### src/tav_regs.svh
/*
 constants for the teletext ancillary packet inserter: byte values,
 byte positions, packet types and lengths.
 assumes it is included by bare name wherever the numbers are needed.
*/
`ifndef TAV_REGS_SVH
`define TAV_REGS_SVH

// preamble and fixed bytes
`define TAV_PREAMBLE_0 8'h00
`define TAV_PREAMBLE_1 8'hFF
`define TAV_SECONDARY_ID 8'h80
`define TAV_FILL_BYTE 8'h80
`define TAV_DID_FIXED 3'h2
`define TAV_WC_TTX 6'h0B
`define TAV_WC_DUMMY 6'h00

// byte positions, counted from 1
`define TAV_POS_DID 6'h04
`define TAV_POS_SDID 6'h05
`define TAV_POS_WC 6'h06
`define TAV_POS_LINE 6'h07
`define TAV_POS_INTID 6'h08
`define TAV_POS_DATA0 6'h09
`define TAV_POS_DATAN 6'h32
`define TAV_POS_CSUM 6'h33
`define TAV_POS_FILL 6'h34
`define TAV_DUMMY_LEN 6'h06

// packet type codes, field bit sits above them
`define TAV_TYPE_START 2'h0
`define TAV_TYPE_VBI 2'h1
`define TAV_TYPE_END 2'h2
`define TAV_TYPE_FULL 2'h3

// line numbers
`define TAV_VBI_LAST_LINE 9'h017

// payload bytes held per line
`define TAV_PAYLOAD_BYTES 42
`define TAV_PAYLOAD_LAST 6'h29

`endif

### src/tav_pkg.sv
/*
 types of the teletext ancillary packet inserter.
 assumes tav_regs.svh supplies the numeric constants.
*/
package tav_pkg;

    typedef struct packed {
        logic hsync;
        logic vsync;
        logic active_video_flag;
    } tav_sync_t;

    typedef struct packed {
        logic [8:0] line;
        logic hamming_err;
        logic parity_err;
        logic packet_code_error;
        logic match2;
        logic match1;
    } tav_ttx_meta_t;

    typedef struct packed {
        logic we;
        logic [5:0] addr;
        logic [7:0] data;
    } tav_ttx_wr_t;

    typedef enum logic [1:0] {
        TAV_ST_IDLE = 2'b00,
        TAV_ST_SEND = 2'b01
    } tav_state_t;

endpackage

### src/tav_inserter.sv
/*
 teletext ancillary packet inserter: buffers one sliced 625-line
 teletext line and inserts it, plus dummy timing packets, on the luma
 bus during the horizontal blanking that follows.
 assumes video timing and slicer strobes come from logic on i_ref_clk;
 only i_rst_b is asynchronous.
*/
// Behaviour
// - sliced packet goes out on luma bus in blanking after its line
// - teletext packet is 52 bytes: header, line, id, 42 data, checksum, fill
// - dummy timing packet is six bytes ending 0x80, 0x80
// - teletext word count byte is 0x4B with parity on top
// - id, word count and checksum carry even parity and its inverse
// - checksum is low six bits of sum of data bytes
// - first field start gives dummy packet with id 0x50
// - first field lines 1 to 23 use id 0x91
// - first field line 23 dummy packet uses id 0x92
// - first field line 24 onward uses id 0x53
// - second field start gives dummy packet with id 0x94
// - second field lines 1 to 23 use id 0x55
// - second field line 23 dummy packet uses id 0x56
// - second field line 24 onward uses id 0x97
// - every field gets a dummy packet after line 23
// - line 23 teletext goes ahead of line 23 dummy packet
// - low reset input holds every register at its reset value
// - luma, syncs and active video float during and right after reset
`timescale 1ns/1ps
`include "tav_regs.svh"

module tav_inserter (
    input wire logic i_ref_clk,
    input wire logic i_rst_b,
    input wire logic [7:0] i_luma,
    input wire tav_pkg::tav_sync_t i_sync,
    input wire logic i_field,
    input wire logic i_hblank_start,
    input wire logic [8:0] i_line_done,
    input wire tav_pkg::tav_ttx_wr_t i_ttx_wr,
    input wire logic i_ttx_done,
    input wire tav_pkg::tav_ttx_meta_t i_ttx_meta,
    output logic [7:0] o_luma,
    output tav_pkg::tav_sync_t o_sync,
    output logic o_video_oe_b,
    output logic o_busy
);

    // payload store; written by the slicer during the active line
    logic [7:0] payload [0:`TAV_PAYLOAD_BYTES-1];
    tav_pkg::tav_ttx_meta_t meta;
    logic ttx_pending;
    logic last_field;
    logic field_seen;

    // packets queued for the current blanking interval
    logic need_start;
    logic need_ttx;
    logic need_end;
    logic field_now;

    tav_pkg::tav_state_t state;
    logic [1:0] pkt_type;
    logic pkt_is_dummy;
    logic [5:0] pos;
    logic [7:0] csum;

    logic [7:0] next_byte;
    logic [5:0] last_pos;
    logic pick_any;
    logic [1:0] pick_type;
    logic pick_dummy;
    logic [2:0] did_code;
    logic field_change;
    logic line23;

    // even parity over bits 5:0 in bit 6, inverse in bit 7
    function automatic logic [7:0] par6(input logic [5:0] v);
        logic even_parity_bit;
        even_parity_bit = ^v;
        return {~even_parity_bit, even_parity_bit, v};
    endfunction

    assign field_change = i_hblank_start && (!field_seen || (i_field != last_field));
    assign line23 = (i_line_done == `TAV_VBI_LAST_LINE);

    // payload capture; cleared in reset so no stale line survives it
    generate
        for (genvar gi = 0; gi < `TAV_PAYLOAD_BYTES; gi++) begin : g_pay
            always_ff @(posedge i_ref_clk or negedge i_rst_b) begin
                if (!i_rst_b) begin
                    payload[gi] <= 8'h00;
                end else if (i_ttx_wr.we && (i_ttx_wr.addr == 6'(gi))) begin
                    payload[gi] <= i_ttx_wr.data;
                end
            end
        end
    endgenerate

    always_ff @(posedge i_ref_clk or negedge i_rst_b) begin
        if (!i_rst_b) begin
            meta <= '0;
        end else if (i_ttx_done) begin
            meta <= i_ttx_meta;
        end
    end

    // pending flag: a new line wins over the clear at hblank
    always_ff @(posedge i_ref_clk or negedge i_rst_b) begin
        if (!i_rst_b) begin
            ttx_pending <= 1'b0;
        end else if (i_ttx_done) begin
            ttx_pending <= 1'b1;
        end else if (i_hblank_start) begin
            ttx_pending <= 1'b0;
        end
    end

    always_ff @(posedge i_ref_clk or negedge i_rst_b) begin
        if (!i_rst_b) begin
            last_field <= 1'b0;
            field_seen <= 1'b0;
        end else if (i_hblank_start) begin
            last_field <= i_field;
            field_seen <= 1'b1;
        end
    end

    // queue for this blanking; start dummy, teletext, then line 23 dummy
    always_ff @(posedge i_ref_clk or negedge i_rst_b) begin
        if (!i_rst_b) begin
            need_start <= 1'b0;
            need_ttx <= 1'b0;
            need_end <= 1'b0;
            field_now <= 1'b0;
        end else if (i_hblank_start) begin
            need_start <= field_change;
            need_ttx <= ttx_pending;
            need_end <= line23;
            field_now <= i_field;
        end else if (state == tav_pkg::TAV_ST_IDLE && pick_any) begin
            if (need_start) begin
                need_start <= 1'b0;
            end else if (need_ttx) begin
                need_ttx <= 1'b0;
            end else begin
                need_end <= 1'b0;
            end
        end
    end

    // next packet in priority order
    always_comb begin
        pick_any = need_start || need_ttx || need_end;
        pick_dummy = 1'b1;
        pick_type = `TAV_TYPE_END;
        if (need_start) begin
            pick_type = `TAV_TYPE_START;
        end else if (need_ttx) begin
            pick_dummy = 1'b0;
            if (meta.line <= `TAV_VBI_LAST_LINE) begin
                pick_type = `TAV_TYPE_VBI;
            end else begin
                pick_type = `TAV_TYPE_FULL;
            end
        end
    end

    assign last_pos = pkt_is_dummy ? `TAV_DUMMY_LEN : `TAV_POS_FILL;

    always_ff @(posedge i_ref_clk or negedge i_rst_b) begin
        if (!i_rst_b) begin
            state <= tav_pkg::TAV_ST_IDLE;
            pkt_type <= `TAV_TYPE_START;
            pkt_is_dummy <= 1'b1;
            pos <= 6'h01;
        end else begin
            unique case (state)
                tav_pkg::TAV_ST_IDLE: begin
                    if (pick_any && !i_hblank_start) begin
                        state <= tav_pkg::TAV_ST_SEND;
                        pkt_type <= pick_type;
                        pkt_is_dummy <= pick_dummy;
                        pos <= 6'h01;
                    end
                end
                tav_pkg::TAV_ST_SEND: begin
                    if (pos == last_pos) begin
                        state <= tav_pkg::TAV_ST_IDLE;
                    end
                    pos <= pos + 6'h01;
                end
            endcase
        end
    end

    // running checksum over the data bytes
    always_ff @(posedge i_ref_clk or negedge i_rst_b) begin
        if (!i_rst_b) begin
            csum <= 8'h00;
        end else if (state == tav_pkg::TAV_ST_IDLE) begin
            csum <= 8'h00;
        end else if (pos >= `TAV_POS_DATA0 && pos <= `TAV_POS_DATAN) begin
            csum <= csum + next_byte;
        end
    end

    assign did_code = {field_now, pkt_type};

    // byte at the current position
    always_comb begin
        next_byte = `TAV_FILL_BYTE;
        if (pos == 6'h01) begin
            next_byte = `TAV_PREAMBLE_0;
        end else if (pos <= 6'h03) begin
            next_byte = `TAV_PREAMBLE_1;
        end else if (pos == `TAV_POS_DID) begin
            next_byte = par6({`TAV_DID_FIXED, did_code});
        end else if (pos == `TAV_POS_SDID) begin
            next_byte = `TAV_SECONDARY_ID;
        end else if (pos == `TAV_POS_WC) begin
            if (pkt_is_dummy) begin
                next_byte = par6(`TAV_WC_DUMMY);
            end else begin
                next_byte = par6(`TAV_WC_TTX);
            end
        end else if (pos == `TAV_POS_LINE) begin
            next_byte = meta.line[7:0];
        end else if (pos == `TAV_POS_INTID) begin
            next_byte = {2'b00, meta.hamming_err, meta.parity_err,
                meta.packet_code_error, meta.match2, meta.match1,
                meta.line[8]};
        end else if (pos <= `TAV_POS_DATAN) begin
            next_byte = payload[pos - `TAV_POS_DATA0];
        end else if (pos == `TAV_POS_CSUM) begin
            next_byte = par6(csum[5:0]);
        end
    end

    // output pins, floated until the first field start after reset
    always_ff @(posedge i_ref_clk or negedge i_rst_b) begin
        if (!i_rst_b) begin
            o_video_oe_b <= 1'b1;
        end else if (field_change) begin
            o_video_oe_b <= 1'b0;
        end
    end

    always_ff @(posedge i_ref_clk or negedge i_rst_b) begin
        if (!i_rst_b) begin
            o_luma <= 8'h00;
            o_sync <= '0;
            o_busy <= 1'b0;
        end else begin
            o_sync <= i_sync;
            o_busy <= (state == tav_pkg::TAV_ST_SEND);
            if (state == tav_pkg::TAV_ST_SEND) begin
                o_luma <= next_byte;
            end else begin
                o_luma <= i_luma;
            end
        end
    end

endmodule

### config.mk
export PLATFORM = sky130hd
export DESIGN_NAME = tav_inserter
export DESIGN_NICKNAME = d
export VERILOG_FILES = /design/src/tav_pkg.sv /design/src/tav_inserter.sv
export VERILOG_INCLUDE_DIRS = /design/src
export SDC_FILE = /design/constraint.sdc
export NUM_CORES = 1
export LEC_CHECK = 0
export BUFFER_PORTS_ARGS = -buffer_cell sky130_fd_sc_hd__buf_2
export CAP_MARGIN = 20
export CORE_ASPECT_RATIO = 1.1
export CORE_UTILIZATION = 62
export DETAILED_ROUTE_END_ITERATION = 7
export PLACE_DENSITY = 0.81
export REMOVE_ABC_BUFFERS = 1
export SLEW_MARGIN = 20
export SYNTH_ARGS = -nofsm -noshare
export SYNTH_HDL_FRONTEND = slang
export SYNTH_SLANG_ARGS = --single-unit
### constraint.sdc
create_clock -name i_ref_clk -period 6.5 [get_ports i_ref_clk]
set_clock_uncertainty 0.05 [all_clocks]
set_input_delay 1.625 -clock i_ref_clk [delete_from_list [all_inputs] [get_ports i_ref_clk]]
set_output_delay 1.625 -clock i_ref_clk [all_outputs]
set_load 0.02 [all_outputs]
==> metrics.md <==
| Metric | Value |
|---|---|
| Overflow after GRT | `0` |
| Minimum clock period | `5.34 ns` |
| Dpl cell area | `0.0189 sq mm` |
| Achievable Freq | `187 MHz` |
| Library cells used by synthesis | `78` |
| Clk root buf | `clkbuf_16` |
| Num rows | `65` |
| Filler Cells Inserted | `1873` |
| Worst r2r path cells | `17` |
| Seq. cell area | `0.00964 sq mm` |
| CP required | `6.82 ns` |
| Seq/Total Area, Yosys | `52.5%` |
| Setup crit end kind | `flip-flop` |
| Synthesized area | `0.0183 sq mm` |
| Vias in the first global route | `11454` |
| Num CTS Buffers | `40` |
| TritonRoute pass-1 iters | `8` |
| Area Growth Syn to Fin | `10.4%` |
| TritonCTS clock tree | `yes` |
| Cells after Synth | `1258` |
| Pin count of the biggest net entering global routing | `119` |
| Worst slew margin | `28.2%` |
| Initial DRC count | `922` |
| Routability cong. | `1.01` |
| WL/cell | `24.7 microns` |
| VDD IR max | `243 uV` |
| Hold buffers post-CTS | `0` |
| Initial core utilization | `63.5%` |
| Top_reg_cell synth | `dfrtp_1` |
| Core footprint | `0.0289 sq mm` |
| Post-DRT Antenna Nets | `0` |
| DRC violations left | `18` |
| Die height | `182 microns` |
| Worst r2r src | `pos[0]` |
| Syn avg cell area | `14.6 sq um` |
| CP Launch Type | `flip-flop` |
| WS Path Type | `flip-flop to flip-flop` |
| Max-cap viol count | `0` |
| Final worst-path cycle share | `82.1%` |
| Die area | `0.0303 sq mm` |
| Via Count | `11198` |
| Post-route insts no fill | `1695` |
| Worst Hold End | `field_seen` |
| WL final | `41800 microns` |
| Postcts setup bufs | `0` |
| Design Area, Final | `0.0203 sq mm` |
| Final core occ | `70.1%` |
| # IOs | `67` |
| RSZ-0062 raised after global routing | `no` |
| Worst r2r dst | `csum[5]` |
| Vias per inst | `6.61` |
| Hold depth | `1` |
| HP Class | `flip-flop to flip-flop` |
| Pwr Total | `8760 uW` |
| Port bufs | `66` |
| Final hold violation count | `0` |
| Async S/R FF share, synth | `100%` |
| Detailed placement HPWL | `27200 microns` |
| Area of the multi-input gates | `0.00830 sq mm` |
| Final number of max-transition violations | `0` |
| Post_cts resized | `0` |
| Status | `finished with violations` |
| First-pass GRT wire length | `67100 microns` |
| Hold_sp | `field_seen` |
| #FFs+latches synth | `385` |
| Antenna violations before repair | `4` |
| Placed Instances | `1624` |
| Setup violators final | `0` |
| CTS Buffer Depth | `3` |
| Cell leakage power | `0.00937 uW` |
| Pwr per Cell Area | `433 mW/mm^2` |
| Worst-path maximum fanout | `21` |
| Failing checks | `DRC` |
| Slew @ Worst Pin | `1.07 ns` |
| Number of synthesized flops with an enable pin | `0` |
| Clk slew on worst S/H paths | `0.06 ns` |
| Yosys warnings | `0` |
| Worst skew pair latency | `0.53 ns` |
| Final nets | `1363` |
| Share of post-route cells with drive strength above 1 | `45.6%` |
| R2r setup slk | `1.16 ns` |
| DIE WIDTH | `166 microns` |
| Clock Sinks | `385` |
| Worst path arrival time | `5.66 ns` |
| GRT Total Usage | `28.9%` |
| H-tree level count | `2` |
## per-stage QoR
step           TNS [ns]  worst slack (ns)  hold WS [ns]
3_5_place_dp          0              1.26         0.408
5_1_grt               0             0.741         0.457
4_1_cts               0              1.16         0.430
2_1_floorplan     -4.11             -1.21         0.389
3_3_place_gp          0              1.38         0.402
6_report              0              1.16         0.431
## placed cells by master, fill, tap and decap left out, types with 6 or more instances in the layout
master	count
dfrtp_1	382
mux2_2	353
mux4_2	89
buf_2	65
nand2_1	57
clkbuf_16	40
nor2_1	34
mux2i_1	27
a21oi_1	23
o21ai_0	22
buf_4	12
xnor2_1	11
nor3_1	10
inv_1	9
nand3_1	9
ha_1	9
clkbuf_8	9
nand2b_1	8
clkinv_2	8
o22ai_1	7
a31oi_1	7
nor2b_1	7
a211oi_1	6
## state kept, by name, summed over array words and instances (netlist names)
| register | flops |
|---|---|
| pos | 6 |
| last_field | 1 |
| pkt_is_dummy | 1 |
| ttx_pending | 1 |
| payload | 336 |
| o_sync | 3 |
| o_busy | 1 |
| csum | 6 |
| o_video_oe_b | 1 |
| field_seen | 1 |
| state | 1 |
| o_luma | 8 |
| meta | 14 |
| pkt_type | 2 |
| need_end | 1 |
| need_ttx | 1 |
| need_start | 1 |
## how the worst max path moves through the flow
stage | slack [ns] | endpoint | startpoint
after floorplan | -1.21 | csum[5] | pos[0]
after detailed placement | 1.26 | csum[5] | pos[0]
after CTS | 1.16 | csum[5] | pos[0]
final | 1.16 | csum[5] | pos[0]
after global routing | 0.74 | csum[5] | pos[0]
after global placement | 1.38 | csum[5] | pos[0]
## synthesized netlist by cell type (4+ instances only)
master,number,area (sq um)
nor3b_1,6,45.0
mux2i_1,27,270
or2_2,4,25.0
buf_6,5,56.3
or3_1,4,25.0
mux4_2,89,2000
nor2b_1,7,43.8
ha_1,10,125
nor2_1,34,128
buf_1,4,15.0
nand2_1,57,214
clkbuf_1,57,214
a21o_1,4,30.0
buf_4,6,45.0
nor3_1,10,50.1
o22ai_1,7,43.8
nand2b_1,8,50.1
a31oi_1,7,43.8
a21oi_1,23,115
o211ai_1,4,30.0
mux4_1,4,105
and2_1,5,31.3
buf_2,10,50.1
nand3_1,9,45.0
mux2_2,353,3980
dfrtp_1,382,9560
a211oi_1,6,45.0
o21ai_0,22,110
xnor2_1,11,96.3
inv_1,9,33.8
## cell type report
class | instances | share of cell area [%]
inverters | 10 | 0.185
clock inverters | 15 | 0.846
clock buffers | 54 | 5.65
repair buffers | 81 | 2.42
diodes | 2 | 0.0247
flip-flops and latches | 385 | 47.6
well taps | 368 | 2.27
multi-input cells | 780 | 41.0
## power breakdown
group,internal (uW),switching [uW]
registers,2780,306
clock network,1350,922
logic,1630,1770
## layer usage
metal	up-vias	part of all wire (%)	GRT usage (%)
li1	4806	-	-
met1	5889	42	40.5
met2	410	48	46.3
met3	89	7.1	5.94
met4	4	2.5	8.41
met5	-	0.065	0
## worst max-delay path, stage by stage (launching register included)
cell	delay [ns]
dfstp_4	0.81
inv_1	0.23
ha_1	0.34
xor2_4	0.57
buf_4	0.34
mux4_2	0.52
mux2i_1	0.30
o21ai_0	0.16
nand2_1	0.14
a21oi_1	0.11
ha_1	0.29
a21o_1	0.15
a21oi_1	0.22
o21ba_2	0.17
o21ba_2	0.15
a2111oi_0	0.07
a2111oi_1	0.41
o2111ai_1	0.16
## logic make-up (layout without fill, tap and decap cells)
group | after synthesis | in the layout | share of synthesized area, %
flip-flops | 385 | 385 | 52.5
multiplexers | 474 | 474 | 34.7
other | 0 | 2 | 0
AND/OR/NAND/NOR | 167 | 167 | 4.65
buffers and inverters | 93 | 160 | 2.36
AO/OA/AOI/OAI | 113 | 113 | 4.17
adder cells (fa/ha/maj) | 11 | 11 | 0.791
XOR/XNOR | 15 | 15 | 0.757
No activity file was read; power rests on OpenSTA's default activity.
